==> config.mk <==
export PLATFORM = sky130hd
export DESIGN_NAME = annunciator_pwm
export DESIGN_NICKNAME = d
export VERILOG_FILES = /design/src/common/tone_pkg.sv /design/src/rtl/annunciator_pwm.sv /design/src/rtl/tick_gen.sv /design/src/rtl/tone_channel.sv
export SDC_FILE = /design/constraint.sdc
export NUM_CORES = 1
export LEC_CHECK = 0
export BUFFER_PORTS_ARGS = -buffer_cell sky130_fd_sc_hd__buf_4
export CAP_MARGIN = 10
export CORE_UTILIZATION = 62
export DETAILED_ROUTE_END_ITERATION = 10
export PLACE_DENSITY_LB_ADDON = 0.12
export SYNTH_ARGS = -nofsm -noshare
export SYNTH_HDL_FRONTEND = slang
export SYNTH_HIERARCHICAL = 1
export SYNTH_SLANG_ARGS = --single-unit
==> constraint.sdc <==
create_clock -name clk_sys -period 7 [get_ports clk_sys]
set_input_delay 2.1 -clock clk_sys [delete_from_list [all_inputs] [get_ports clk_sys]]
set_output_delay 2.1 -clock clk_sys [all_outputs]
set_load 0.01 [all_outputs]
==> src/common/tone_pkg.sv <==
package tone_pkg;

  // clock rates in hertz; every divide below follows from them
  localparam int SYS_HZ = 40_000_000;
  localparam int REF_HZ = 1_950_000;
  localparam int CNT_HZ = 3_900_000;
  localparam int REF_DIV = SYS_HZ / REF_HZ;
  localparam int CNT_DIV = SYS_HZ / CNT_HZ;

  // register indices; byte address is four times the index
  localparam logic [3:0] IDX_CTRL = 4'h0;
  localparam logic [3:0] IDX_DUTY = 4'h2;
  localparam logic [3:0] IDX_DIV  = 4'h4;
  localparam logic [3:0] IDX_CNT  = 4'h6;
  localparam logic [3:0] IDX_PAT  = 4'h8;
  localparam logic [9:0] IDX_ALTSEL = 10'h020;
  localparam int CH_BIT = 4;

  // field positions
  localparam int CTRL_EN_BIT   = 0;
  localparam int CTRL_LIVE_BIT = 1;
  localparam int ALTSEL_BIT    = 0;

  // reset values
  localparam logic [7:0]  LIMIT_RST = 8'h64;
  localparam logic [7:0]  DUTY_RST  = 8'h32;
  localparam logic [9:0]  DIV_RST   = 10'h0fa;
  localparam logic [31:0] PAT_RST   = 32'hf0f0f0f0;

  typedef enum logic [1:0] {
    APB_IDLE = 2'b00,
    APB_WAIT = 2'b01,
    APB_DONE = 2'b10
  } apb_state_e;

  // settings of one generator
  typedef struct packed {
    logic        enable;
    logic        live_read;
    logic [7:0]  duty;
    logic [7:0]  limit;
    logic [9:0]  divide;
    logic [31:0] pattern;
  } chan_cfg_s;

  // state that one generator shows back
  typedef struct packed {
    logic        tone_out;
    logic [31:0] shift;
  } chan_stat_s;

endpackage

==> src/rtl/annunciator_pwm.sv <==
// The address map and the APB register port are this design's own decisions.
`timescale 1ns/1ps
// How it works
// - buzzer reaches pin only when select set
// - two generators alternated at reference rate
// - divided reference clock makes the tone train
// - duty-programmable carrier near 39 kHz sets volume
// - 8-bit counter steps to limit minus one, wraps
// - counter limit resets to one hundred
// - writable 8-bit duty threshold register
// - carrier high while counter not above duty
// - 10-bit divider register clocks the pattern
// - pattern latch loads the shift register
// - shift output is tone, recirculates
// - generator output is carrier AND tone
// - control bit 0 enables the generator
// - control bit 1 selects live pattern reads
module annunciator_pwm
  import tone_pkg::*;
#(
  parameter int NCH = 2
) (
  input  wire logic        clk_sys,
  input  wire logic        rst,
  input  wire logic        psel,
  input  wire logic        penable,
  input  wire logic        pwrite,
  input  wire logic [11:0] paddr,
  input  wire logic [31:0] pwdata,
  input  wire logic [3:0]  pstrb,
  output logic      [31:0] prdata,
  output logic             pready,
  output logic             pslverr,
  input  wire logic        gpio_c4_level,
  output logic             pin_c4_level
);

  // shared timing strobes
  // both generators see the same strobes, so their steps line up

  logic ref_tick;
  logic cnt_tick;

  // reference strobe steps dividers and the alternation
  tick_gen #(
    .DIVIDE (REF_DIV)
  ) u_ref_tick (
    .clk_sys (clk_sys),
    .rst     (rst),
    .tick    (ref_tick)
  );

  // counter strobe stands in for a separate counter clock,
  // which keeps the whole block in one domain
  tick_gen #(
    .DIVIDE (CNT_DIV)
  ) u_cnt_tick (
    .clk_sys (clk_sys),
    .rst     (rst),
    .tick    (cnt_tick)
  );

  // bus state and decode
  // word map: ctrl 0x00, duty 0x02, divider 0x04, limit 0x06,
  // pattern 0x08, second generator at +0x10, pin select at 0x20

  apb_state_e  state_r;
  apb_state_e  state_nxt;
  logic [31:0] prdata_r;
  logic        pready_r;
  logic        pslverr_r;
  logic        altsel_r;
  logic        pin_r;
  logic        phase_r;

  chan_cfg_s   cfg_r  [NCH];
  chan_stat_s  stat_w [NCH];

  // index and sub-decode of the word address
  wire [9:0] idx      = paddr[11:2];
  wire       aligned  = (paddr[1:0] == 2'b00);
  wire       in_chan  = (idx[9:5] == 5'h00);
  wire       chan_sel = idx[CH_BIT];
  wire [3:0] sub      = idx[3:0];

  // which register the current address names
  wire hit_ctrl   = aligned && in_chan && (sub == IDX_CTRL);
  wire hit_duty   = aligned && in_chan && (sub == IDX_DUTY);
  wire hit_div    = aligned && in_chan && (sub == IDX_DIV);
  wire hit_cnt    = aligned && in_chan && (sub == IDX_CNT);
  wire hit_pat    = aligned && in_chan && (sub == IDX_PAT);
  wire hit_altsel = aligned && (idx == IDX_ALTSEL);
  wire hit_any    = hit_ctrl | hit_duty | hit_div | hit_cnt |
                    hit_pat | hit_altsel;

  // access phase seen for the first time, and its completion
  wire access     = psel && penable;
  wire take       = access && (state_r == APB_IDLE);
  wire commit     = access && (state_r == APB_WAIT);
  wire wr_commit  = commit && pwrite && hit_any;

  // bus handshake: one wait state so read data come from a flop
  // costs a cycle per access but keeps prdata off the decode path

  always_comb begin
    state_nxt = state_r;
    case (state_r)
      APB_IDLE: begin
        if (take) state_nxt = APB_WAIT;
      end
      APB_WAIT: begin
        if (commit) state_nxt = APB_DONE;
      end
      APB_DONE: begin
        state_nxt = APB_IDLE;
      end
      default: begin
        state_nxt = APB_IDLE;
      end
    endcase
  end

  // byte-lane merge for partial writes
  // lanes with pstrb low keep their old contents

  function automatic logic [31:0] merge(
    input logic [31:0] old_v,
    input logic [31:0] new_v,
    input logic [3:0]  strb
  );
    logic [31:0] res;
    res = old_v;
    for (int b = 0; b < 4; b++) begin
      if (strb[b]) res[8*b +: 8] = new_v[8*b +: 8];
    end
    return res;
  endfunction

  // read data selection
  // narrow registers sit in the low bits, the rest reads zero

  chan_cfg_s  rd_cfg;
  chan_stat_s rd_stat;
  logic [31:0] rd_word;

  assign rd_cfg  = cfg_r[chan_sel];
  assign rd_stat = stat_w[chan_sel];

  // live pattern view tracks the shift register as it rotates
  wire [31:0] pat_view = rd_cfg.live_read ? rd_stat.shift
                         : rd_cfg.pattern;

  always_comb begin
    rd_word = 32'h0000_0000;
    if (hit_ctrl) begin
      rd_word[CTRL_EN_BIT]   = rd_cfg.enable;
      rd_word[CTRL_LIVE_BIT] = rd_cfg.live_read;
    end else if (hit_duty) begin
      rd_word[7:0] = rd_cfg.duty;
    end else if (hit_div) begin
      rd_word[9:0] = rd_cfg.divide;
    end else if (hit_cnt) begin
      rd_word[7:0] = rd_cfg.limit;
    end else if (hit_pat) begin
      rd_word = pat_view;
    end else if (hit_altsel) begin
      rd_word[ALTSEL_BIT] = altsel_r;
    end
  end

  // bus answer flops
  // every answer signal leaves the block straight from a flop

  // handshake state loads its next value on every edge
  always_ff @(posedge clk_sys or posedge rst) begin
    if (rst) begin
      state_r <= APB_IDLE;
    end else begin
      state_r <= state_nxt;
    end
  end

  // pready pulses for exactly the completing access cycle
  always_ff @(posedge clk_sys or posedge rst) begin
    if (rst) begin
      pready_r  <= 1'b0;
      pslverr_r <= 1'b0;
    end else begin
      pready_r  <= take;
      pslverr_r <= take && !hit_any;
    end
  end

  // read data captured once and then held, so a late sample of
  // prdata never sees a value that is still moving
  always_ff @(posedge clk_sys or posedge rst) begin
    if (rst) begin
      prdata_r <= 32'h0000_0000;
    end else if (take && !pwrite) begin
      prdata_r <= rd_word;
    end
  end

  // per-generator settings
  // a generator's settings change only on its own addresses

  for (genvar c = 0; c < NCH; c++) begin : g_chan
    wire        mine  = wr_commit && (chan_sel == 1'(c));
    wire [31:0] cur_c = {30'h0, cfg_r[c].live_read, cfg_r[c].enable};
    wire [31:0] wr_c  = merge(cur_c, pwdata, pstrb);
    wire [31:0] wr_d  = merge({24'h0, cfg_r[c].duty}, pwdata, pstrb);
    wire [31:0] wr_v  = merge({22'h0, cfg_r[c].divide}, pwdata, pstrb);
    wire [31:0] wr_l  = merge({24'h0, cfg_r[c].limit}, pwdata, pstrb);
    wire [31:0] wr_p  = merge(cfg_r[c].pattern, pwdata, pstrb);

    // each instance has its own settings, written independently
    always_ff @(posedge clk_sys or posedge rst) begin
      if (rst) begin
        cfg_r[c].enable    <= 1'b0;
        cfg_r[c].live_read <= 1'b0;
        cfg_r[c].duty      <= DUTY_RST;
        cfg_r[c].limit     <= LIMIT_RST;
        cfg_r[c].divide    <= DIV_RST;
        cfg_r[c].pattern   <= PAT_RST;
      end else if (mine) begin
        if (hit_ctrl) begin
          cfg_r[c].enable    <= wr_c[CTRL_EN_BIT];
          cfg_r[c].live_read <= wr_c[CTRL_LIVE_BIT];
        end
        if (hit_duty) cfg_r[c].duty <= wr_d[7:0];
        if (hit_div) cfg_r[c].divide <= wr_v[9:0];
        if (hit_cnt) cfg_r[c].limit <= wr_l[7:0];
        if (hit_pat) cfg_r[c].pattern <= wr_p;
      end
    end

    // one carrier/tone generator per set of settings
    tone_channel u_chan (
      .clk_sys  (clk_sys),
      .rst      (rst),
      .cnt_tick (cnt_tick),
      .ref_tick (ref_tick),
      .cfg      (cfg_r[c]),
      .stat     (stat_w[c])
    );
  end

  // pin function select
  // select resets to zero, so the pin starts as a plain level

  always_ff @(posedge clk_sys or posedge rst) begin
    if (rst) begin
      altsel_r <= 1'b0;
    end else if (wr_commit && hit_altsel && pstrb[0]) begin
      altsel_r <= pwdata[ALTSEL_BIT];
    end
  end

  // alternation and pin drive
  // one extra cycle of lag on the pin, in exchange for a clean flop

  // the two outputs take turns, one reference period each; the
  // external filter averages them, so both tones can sound at once
  wire annunciator = phase_r ? stat_w[1].tone_out
                     : stat_w[0].tone_out;

  // general-purpose level passes unless the buzzer is selected
  wire pin_nxt = altsel_r ? annunciator : gpio_c4_level;

  // phase flips on every reference strobe
  always_ff @(posedge clk_sys or posedge rst) begin
    if (rst) begin
      phase_r <= 1'b0;
    end else if (ref_tick) begin
      phase_r <= ~phase_r;
    end
  end

  // pin level comes from a flop, glitch-free for the driver
  always_ff @(posedge clk_sys or posedge rst) begin
    if (rst) begin
      pin_r <= 1'b0;
    end else begin
      pin_r <= pin_nxt;
    end
  end

  // outputs, all from flops
  // no logic between these flops and the ports

  assign prdata       = prdata_r;
  assign pready       = pready_r;
  assign pslverr      = pslverr_r;
  assign pin_c4_level = pin_r;

endmodule

==> src/rtl/tick_gen.sv <==
`timescale 1ns/1ps
module tick_gen #(
  parameter int DIVIDE = 10
) (
  input  wire logic clk_sys,
  input  wire logic rst,
  output logic      tick
);
  localparam int W = (DIVIDE > 2) ? $clog2(DIVIDE) : 1;
  localparam logic [W-1:0] LAST = W'(DIVIDE - 1);

  logic [W-1:0] cnt_r;
  logic         tick_r;
  wire          wrap = (cnt_r == LAST);

  // one-cycle strobe every DIVIDE system clocks
  always_ff @(posedge clk_sys or posedge rst) begin
    if (rst) begin
      cnt_r  <= '0;
      tick_r <= 1'b0;
    end else begin
      cnt_r  <= wrap ? '0 : cnt_r + W'(1);
      tick_r <= wrap;
    end
  end

  assign tick = tick_r;
endmodule

==> src/rtl/tone_channel.sv <==
`timescale 1ns/1ps
module tone_channel
  import tone_pkg::*;
(
  input  wire logic       clk_sys,
  input  wire logic       rst,
  input  wire logic       cnt_tick,
  input  wire logic       ref_tick,
  input  wire chan_cfg_s  cfg,
  output chan_stat_s      stat
);
  logic [7:0]  count_r;
  logic [9:0]  div_r;
  logic [31:0] shift_r;
  logic        out_r;

  // carrier counter wraps so the period equals the limit value
  wire [8:0] count_inc = {1'b0, count_r} + 9'h001;
  wire [7:0] count_nxt = (count_inc >= {1'b0, cfg.limit}) ? 8'h00
                         : count_inc[7:0];
  wire       carrier   = (count_r <= cfg.duty);
  // a divide of zero or one steps the pattern every reference tick
  wire       div_last  = (cfg.divide <= 10'h001) ||
                         (div_r == cfg.divide - 10'h001);
  wire [9:0] div_nxt   = div_last ? 10'h000 : div_r + 10'h001;
  wire       tone      = shift_r[31];

  // disabled: hold low and keep everything ready to restart cleanly
  always_ff @(posedge clk_sys or posedge rst) begin
    if (rst) begin
      count_r <= 8'h00;
      div_r   <= 10'h000;
      shift_r <= PAT_RST;
      out_r   <= 1'b0;
    end else if (!cfg.enable) begin
      count_r <= 8'h00;
      div_r   <= 10'h000;
      shift_r <= cfg.pattern;
      out_r   <= 1'b0;
    end else begin
      if (cnt_tick) count_r <= count_nxt;
      if (ref_tick) div_r <= div_nxt;
      if (ref_tick && div_last)
        shift_r <= {shift_r[30:0], shift_r[31]};
      out_r <= carrier & tone;
    end
  end

  assign stat.tone_out = out_r;
  assign stat.shift    = shift_r;
endmodule

# Yosys cells after proc, flatten, opt, wreduce, memory -nomap -nowiden
# Cells that the tools add are included.
[word_totals]
regBits = 272
inputBits = 54
output_inout_bits = 35
wordCells = 176
[op_classes]
add_sub_neg = 8
order_cmp = 7
n_eq_ne = 18
mux = 47
bitwise = 10
reduce_logical = 47
[ops]
columns = ["cell", "count"]
rows = [
  ["$mux 32", 8],
  ["$mux 60", 3],
  ["$mux 31", 5],
  ["$mux 10", 7],
  ["$mux 8", 8],
  ["$reduce_and 3->1", 18],
  ["$mux 24", 2],
  ["$mux 30", 1],
  ["$mux 22", 1],
  ["$add 10x1->10 const B", 2],
  ["$eq 10x10->1", 2],
  ["$le 10x1->1 const B", 2],
  ["$logic_and 1x1->1", 20],
  ["$sub 10x1->10 const B", 2],
  ["$add 8x1->9 const B", 2],
  ["$ge 9x8->1", 2],
  ["$le 8x8->1", 2],
  ["$ne 2x1->1 const B", 6],
  ["$eq 10x6->1 const B", 1],
  ["$eq 4x3->1 const B", 2],
  ["$eq 4x4->1 const B", 2],
  ["$mux 1", 6],
  ["$mux 2", 3],
  ["$add 5x1->5 const B", 1],
  ["19 further kinds", 29],
]

# Logic depth before layout (Yosys ltp)
# Gate-level depths: netlist (run 1).
[depth]
ltp_word = 14
ltp_mapped = 10
depth_no_buf = 10

# By module
# The synthesis (run 1) kept the hierarchy.
[modules_own_cells]
columns = ["mod", "n_inst", "cells_per_inst", "area_per_inst_um2", "seq_area_each_um2"]
rows = [
  ["annunciator_pwm", 1, 622, 7847.5, 4048.9],
  ["tone_channel at g_chan[0].u_chan", 1, 340, 3540.9, 1296.2],
  ["tone_channel at g_chan[1].u_chan", 1, 341, 3537.1, 1296.2],
  ["tick_gen at u_ref_tick", 1, 20, 254.0, 150.1],
  ["tick_gen at u_cnt_tick", 1, 17, 200.2, 125.1],
]

# Least setup slack after synthesis (run 1)
# No wires, ideal clock.
[synth_timing]
path_type = "in2reg"
from = "input paddr[1]"
to = "register cfg_r[112] (netlist name)"
t_arrival_ns = 3.748
path_slack_ns = 3.127
stages = 7
n_path_buf = 2
path_cell_list = "nor4_4 -> and3_1 -> buf_4 -> nand2b_2 -> buf_6 -> nor4b_4 -> mux2_2"
[synth_via]
elab_chain_cells = 11
word_cells_on_any_way = 16
classes_between = "bitwise: 5; reduce/logical: 11"
[synth_rtl]
columns = ["item", "line_no", "source"]
rows = [
  ["from (decl)", "annunciator_pwm.sv:28", "input wire logic [11:0] paddr,"],
  ["$logic_not 2->1 (*)", "annunciator_pwm.sv:81", "wire aligned = (paddr[1:0] == 2'b00);"],
  ["$logic_and 1x1->1", "n/a", ""],
  ["$logic_and 1x1->1 (on tied branches)", "annunciator_pwm.sv:87, annunciator_pwm.sv:88", ""],
  ["$or 1x1->1 (4 in series)", "annunciator_pwm.sv:93", "wire hit_any = hit_ctrl | hit_duty | hit_div | hit_cnt |"],
  ["$or 1x1->1", "annunciator_pwm.sv:94", "hit_pat | hit_altsel;"],
  ["$logic_and 1x1->1", "annunciator_pwm.sv:100", "wire wr_commit = commit && pwrite && hit_any;"],
  ["$logic_and 1x1->1", "annunciator_pwm.sv:208", "wire mine = wr_commit && (chan_sel == 1'(c));"],
  ["$reduce_and 3->1 (no source line) (*)", "n/a", ""],
  ["to (decl)", "annunciator_pwm.sv:76", "chan_cfg_s cfg_r [NCH];"],
]
# Mark *: on every way between the ends. The rest lies on a longest branch, timed or not.
# A chain may end at the register's enable or synchronous reset.

# Final worst setup path (run 1)
[layout_timing]
from = "input paddr[1]"
to = "register cfg_r[57] (netlist name)"
# The elaborated chain is that of the path after synthesis.

==> results of run 1 <==
-- through the flow --
stage | utilization [%] | cell area, µm² | hold slack (ps)
after global placement | 66.7 | 16200 | 445
after CTS | 70.8 | 17200 | 466
final | 70.8 | 17200 | 469
after floorplan | - | 15400 | 433
after global routing | 70.8 | 17200 | 493
after detailed placement | 66.7 | 16200 | 458
-- power by group through the flow --
stage	sequential, mW	combinational, mW	clock (mW)
finish	1.59	0.149	1.61
CTS	1.59	0.150	1.64
global placement	1.62	0.146	0
detailed placement	1.62	0.149	0
floorplan	1.62	0.0737	0
global route	1.59	0.163	1.69
-- cell usage in the layout (no fill, tap or decap), types with 8 or more instances in the layout --
cell type | Yosys | layout
clkbuf_1 | 42 | 12
a2111oi_0 | 22 | 22
nor3_1 | 17 | 17
dfrtp_1 | 184 | 182
or2_2 | 10 | 10
clkbuf_16 | 0 | 30
a211oi_1 | 28 | 28
a31oi_1 | 8 | 8
nor3b_1 | 9 | 9
mux2i_1 | 56 | 56
nor2_1 | 29 | 29
xnor2_1 | 16 | 16
nand3_1 | 22 | 22
o211ai_1 | 23 | 23
a21oi_1 | 39 | 39
nand2_1 | 102 | 102
ha_1 | 41 | 41
nand4_1 | 11 | 11
o21ai_0 | 30 | 30
inv_1 | 57 | 54
dfstp_2 | 88 | 88
a21o_1 | 32 | 32
buf_4 | 3 | 100
xor2_1 | 13 | 13
o31ai_1 | 8 | 8
mux2_2 | 237 | 237
nor2b_1 | 40 | 40
mux2_4 | 20 | 20
-- path summary, 6_finish.rpt --
kind / end / slack (ps) / cells after the start
max in group asynchronous: prdata[30] / 3880 / 3
hold reg to reg: u_ref_tick/cnt_r[0] / 470 / 1
setup / recovery: cfg_r[57] / 3040 / 6
setup reg to reg: g_chan[1].u_chan/count_r[0] / 3470 / 10
min in group asynchronous: u_cnt_tick/cnt_r[2] / 1480 / 2
hold / removal: u_ref_tick/cnt_r[0] / 470 / 1
-- state kept, by name, summed over array words and instances, names as in the netlist, 2 cells and up --
signal and flops:
state_r 2, u_ref_tick/cnt_r 5, g_chan.u_chan/shift_r 64, u_cnt_tick/cnt_r 4, cfg_r 120, prdata 32, g_chan.u_chan/div_r 20, g_chan.u_chan/out_r 2
g_chan.u_chan/count_r 16
-- metal layers --
layer | vias up | global-route usage [%] | part of all wire [%]
li1 | 5066 | - | -
met1 | 5481 | 39.8 | 44
met2 | 276 | 50.1 | 49
met3 | 72 | 4.30 | 4.6
met4 | 0 | 9.27 | 2.6
met5 | - | 0 | 0
-- cells by family (layout without fill, tap and decap cells) --
| family | after synthesis | in the layout | share of synthesized area (%) |
|---|---|---|---|
| DFF | 272 | 272 | 45.0 |
| AOI/OAI and AO/OA | 248 | 248 | 11.7 |
| adders and majority gates | 41 | 41 | 3.34 |
| buffers and inverters | 127 | 215 | 3.61 |
| and+or+nand+nor | 310 | 310 | 11.7 |
| xor gates and xnor gates | 29 | 29 | 1.65 |
| muxes | 313 | 313 | 22.9 |
-- layout make-up --
class | instances | area share [%]
Sequential cell | 272 | 40.2
Timing Repair Buffer | 100 | 4.36
Clock inverter | 9 | 0.864
Tap cell | 324 | 2.35
Clock buffer | 47 | 5.02
Inverter | 59 | 1.31
Multi-Input combinational cell | 941 | 45.9
==> impl_results.md, run 1 <==
- Die area: approximately 25,000 µm²
- Cts bufs inserted: 30
- RSZ-0062 raised after global routing: no
- Final Power: roughly 3.4 mW
- Yosys top cell by area: dfrtp_1
- CTS tree: built
- ANT nets after route: 0
- CTS resizes: 0
- Total number of vias: 10,895
- Bufs on Longest Clock Path: 3
- Post-Syn Nets: around 1,400
- First-pass DRT Iterations: 5
- Slowest cell delay on critical path: 610 ps
- Fmax: about 0.25 GHz
- Cells along the critical path: buf_4 > nor4_4 > and3_1 > nand2b_2 > nor4b_4 > mux2_2
- Initial core utilization: 63.2%
- Reg clk slew, reported paths: ~60 ps
- Sequential Power Share: 47.5%
- Hold_sp: u_ref_tick/cnt_r[0]
- Critical path class: in -> reg
- Crit path buffers/inverters: 1
- Pint: between 2 and 3 mW
- Grt total ovfl: 0
- Inst Count DP: around 1,700
- # DRC: 0
- CORE AREA: 24,300 µm²
- Max cap viols: 0
- Seq cells post-synth: 272
- Floorplan die height: between 150 and 200 µm
- Initial drt markers: ~800
- Clk_lat worst skew: approximately 580 ps
- Crit path max-delay cell type: nor4b_4
- Setup ws final: approximately 3000 ps
- CP endpoint kind: register
- Pwr/cell area: about 190 nW/µm²
- Share of cells above drive strength 1: a little under two fifths
- Slew margin rel.: roughly a quarter
- IO Pins: slightly below 90
- Crit path launch type: primary input
- Wire per inst: 21.1 µm
- EDFF count, synth: 0
- Post-synthesis sequential area ratio: roughly 45%
- Fillers: between 1,500 and 2,000
- Async SR Flop Fraction: 100%
- Area share of the largest cell type after synthesis: ~30%
- Slew @ Worst Pin: approximately 1100 ps
- RePlAce Congestion: just under 0.9
- Clock sink count: 272
- First-pass GRT wire length: a little over 60,000 µm
- Yosys warns: 6
- Clk pwr share: 48.1%
- DP Worst Slack: between 2000 and 3000 ps
- Setup TNS: 0 ps
- Reg-to-reg startpoint: g_chan[1].u_chan/count_r[0]
- Post-CTS setup repair buffer count: 0
- Mean post-synth cell area: approximately 11 µm²
- I/O Buffers: 88
- Max FO, Critical Path: 10
- Die W: 160 µm
- Net count, final: between 1,000 and 1,500
- Synth top area cells: dfrtp_1, mux2_2, dfstp_2, mux2i_1, ha_1
- Critical path's top delay family: simple AND/OR/NAND/NOR gates
- Maximum VDD drop: 0.195 mV
- Area grow syn2layout: 12.0%
- Top_reg_cell synth: dfrtp_1
- Fin crit share: ~57%
- GRT Overall Usage: between 20% and 30%
- Cell Area, Synth: about 15,000 µm²
- Net Sw Frac: 22.8%
- Clock root cell: clkbuf_16
- Hold_buf cts: 0
- Largest net degree at the start of global routing: 111
- Row count: 57
- Final Critical Period: between 3000 and 4000 ps
- Comb pwr share: 4.5%
- H-tree depth: 1
- Gate Count Post-Synth: 1,340
- Post-synth cell types: 74
- Post-detail-place hpwl: approximately 24,000 µm
- Worst clock skew: roughly 16 ps
- Critical path arrival: 4410 ps
- Initial antenna violation count: 0
- Final setup violation count: 0
- Most common library cells after synthesis: mux2_2, dfrtp_1, nand2_1
- Final hold violation count: 0
- Reg area: 6920 µm²
- Psw: 0.764 mW
- Drt total wl: 37,000 µm
- Worst EP required: about 7500 ps
- Final std cells w/o fill: roughly 1,800
- Multi-input gate area: ~7900 µm²
- Ant. Diodes: 0
- Status: complete, no violations
- Top-count cell post-synth: mux2_2
- Slew Limit Fails: 0
- LEAKAGE: ~8.0 nW
- HP Class: reg -> reg
- Vias in the first global route: roughly 11,000
- Via density per instance: 6.22
- Worst setup path startpoint: paddr[1]
(Power assumes the default switching activity.)
==> run 2: changes to the inputs <==
clock period = 3.92 ns   (was 7 ns; I/O delays follow)
==> run 2 against run 1 <==
Net effect:
- worst setup slack got worse by 2400 ps
- first-iteration DRC count rose by 10%
- combinational power grew 83%
- critical path depth increased by 3
- largest cell class unchanged
==> impl_results.md, run 2 (synthesis gave the netlist of run 1 again) <==
- Clock sink count: 272 (unchanged)
- Most frequent cells in the layout: mux2_2, dfrtp_1, buf_4 (was mux2_2, dfrtp_1, nand2_1)
- CORE AREA: 24,300 µm² (unchanged)
- GRT Overall Usage: 30.2% (was 29.7%)
- Share of cells above drive strength 1: 38.6% (was 37.6%)
- IO Pins: 89 (unchanged)
- Fillers: 1,689 (was 1,755)
- Sequential Power Share: 45.5% (was 47.5%)
- Clk pwr share: 50.2% (was 48.1%)
- RSZ-0062 raised after global routing: no (unchanged)
- First-pass DRT Iterations: 6 (was 5)
- Ant. Diodes: 0 (unchanged)
- Final Critical Period: between 3000 and 4000 ps
- Status: complete, no violations (unchanged)
- Slew margin rel.: 31.4% (was 23.8%)
- Die area: 25,400 µm² (unchanged)
- WHS: 483 ps (was 469 ps)
- First-pass GRT wire length: 61,200 µm (was 60,900 µm)
- Vias in the first global route: 11,425 (was 11,354)
- Max cap viols: 0 (unchanged)
- Crit path launch type: register (was primary input)
- Maximum VDD drop: 0.363 mV (was 0.195 mV)
- Hold_buf cts: 0 (unchanged)
- HP Class: reg -> reg (unchanged)
- Final Power: 6.25 mW (was 3.36 mW)
- Comb pwr share: 4.3% (was 4.5%)
- H-tree depth: 1 (unchanged)
- Die W: 160 µm (unchanged)
- Worst EP required: 4360 ps (was 7450 ps)
- Max reg flops: 120 (unchanged)
- Max FO, Critical Path: 32 (was 10)
- Critical path arrival: 3670 ps (was 4410 ps)
- Via density per instance: 6.18 (was 6.22)
- Fin crit share: between 80% and 90%
- Final core occ: 71.8% (was 70.8%)
- Cts bufs inserted: 29 (was 30)
- Inst Count DP: 1,712 (was 1,696)
- Floorplan die height: 160 µm (unchanged)
- Initial drt markers: 885 (was 801)
- Critical path class: reg -> reg (was in -> reg)
- Net count, final: 1,514 (was 1,499)
- # DRC: 0 (unchanged)
- Pint: 4.89 mW (was 2.59 mW)
- CTS tree: built (unchanged)
- I/O Buffers: 88 (unchanged)
- Initial antenna violation count: 0 (unchanged)
- Most common cell after layout, fill and taps aside: mux2_2 (unchanged)
- Top reg by flops: cfg_r (unchanged)
- Initial core utilization: 63.2% (unchanged)
- LEAKAGE: 8.14 nW (was 8.00 nW)
- Pwr/cell area: 358 nW/µm² (was 195 nW/µm²)
- Slew Limit Fails: 0 (unchanged)
- Bufs on Longest Clock Path: 3 (unchanged)
- Reg clk slew, reported paths: 60 ps (about the same)
- Final setup violation count: 0 (unchanged)
- Fmax: around 0.31 GHz
- Slew @ Worst Pin: 1030 ps (was 1140 ps)
- Row count: 57 (unchanged)
- CTS resizes: 0 (unchanged)
- Reg2reg setup slack: 690 ps (was 3470 ps)
- Final hold violation count: 0 (unchanged)
- ANT nets after route: 0 (unchanged)
- RePlAce Congestion: 0.918 (was 0.879)
- Net Sw Frac: 21.8% (was 22.8%)
- Setup TNS: 0 ps (unchanged)
- CP endpoint kind: register (unchanged)
- Drt total wl: 37,300 µm (was 37,000 µm)
- Post-detail-place hpwl: 25,300 µm (was 24,300 µm)
- Largest net degree at the start of global routing: 82 (was 111)
- Clk_lat worst skew: 560 ps (was 580 ps)
- Final std cells w/o fill: 1,766 (was 1,752)
- Area grow syn2layout: 13.5% (was 12.0%)
- Total number of vias: 10,920 (was 10,895)
- Post-CTS setup repair buffer count: 0 (unchanged)
- Grt total ovfl: 0 (unchanged)
- Wire per inst: 21.1 µm (about the same)
- Worst clock skew: 17.7 ps (was 16.0 ps)
- Psw: 1.37 mW (was 0.764 mW)
- Clock root cell: clkbuf_16 (unchanged)
-- run 2: critical path, stage by stage, from the launching register on --
cell and delay (ps):
dfstp_2 610, inv_1 90, ha_1 290, xor2_1 160, o211ai_1 110, nor4b_1 340
o211ai_2 290, a211oi_4 290, buf_4 500, mux2_2 410
-- run 2: layout make-up --
type / count / area [µm²] / share of cell area [%]
repair buffers: 116 / 896 / 5.13
clock inverters: 15 / 294 / 1.68
inverters: 59 / 225 / 1.29
well taps: 324 / 405 / 2.32
clock buffers: 39 / 803 / 4.60
flip-flops and latches: 272 / 6920 / 39.6
multi-input cells: 941 / 7910 / 45.3
-- run 2: power groups by stage --
stage / registers (mW) / clock network [mW] / logic [mW]
2_1_floorplan: 2.89 / 0 / 0.132
3_3_place_gp: 2.89 / 0 / 0.268
3_5_place_dp: 2.89 / 0 / 0.272
4_1_cts: 2.84 / 3.18 / 0.274
5_1_grt: 2.84 / 3.28 / 0.298
6_report: 2.84 / 3.14 / 0.272
-- run 2: layer usage --
metal  track usage [%]  part of all wire, %  vias to the layer above
met5                 0                    0                        -
met1              39.6                   42                     5459
met2              51.6                   50                      287
li1                  -                    -                     5089
met3              4.74                  5.3                       85
met4              9.00                  2.7                        0
-- run 2: worst paths after layout --
kind | from | to | cells after the start
max reg2reg | cfg_r[93] | g_chan[0].u_chan/shift_r[17] | 9
min reg2reg | prdata[31] | prdata[31] | 1
max in group asynchronous | rst | cfg_r[58] | 3
max | cfg_r[93] | g_chan[0].u_chan/shift_r[17] | 9
min in group asynchronous | rst | u_ref_tick/cnt_r[3] | 2
min | prdata[31] | prdata[31] | 1
-- run 2: stage by stage --
| stage | worst slack (ps) | area, µm² |
|---|---|---|
| floorplan | 775 | 15400 |
| global placement | 702 | 16400 |
| detailed placement | 614 | 16400 |
| CTS | 694 | 17500 |
| global route | 440 | 17500 |
| finish | 689 | 17500 |
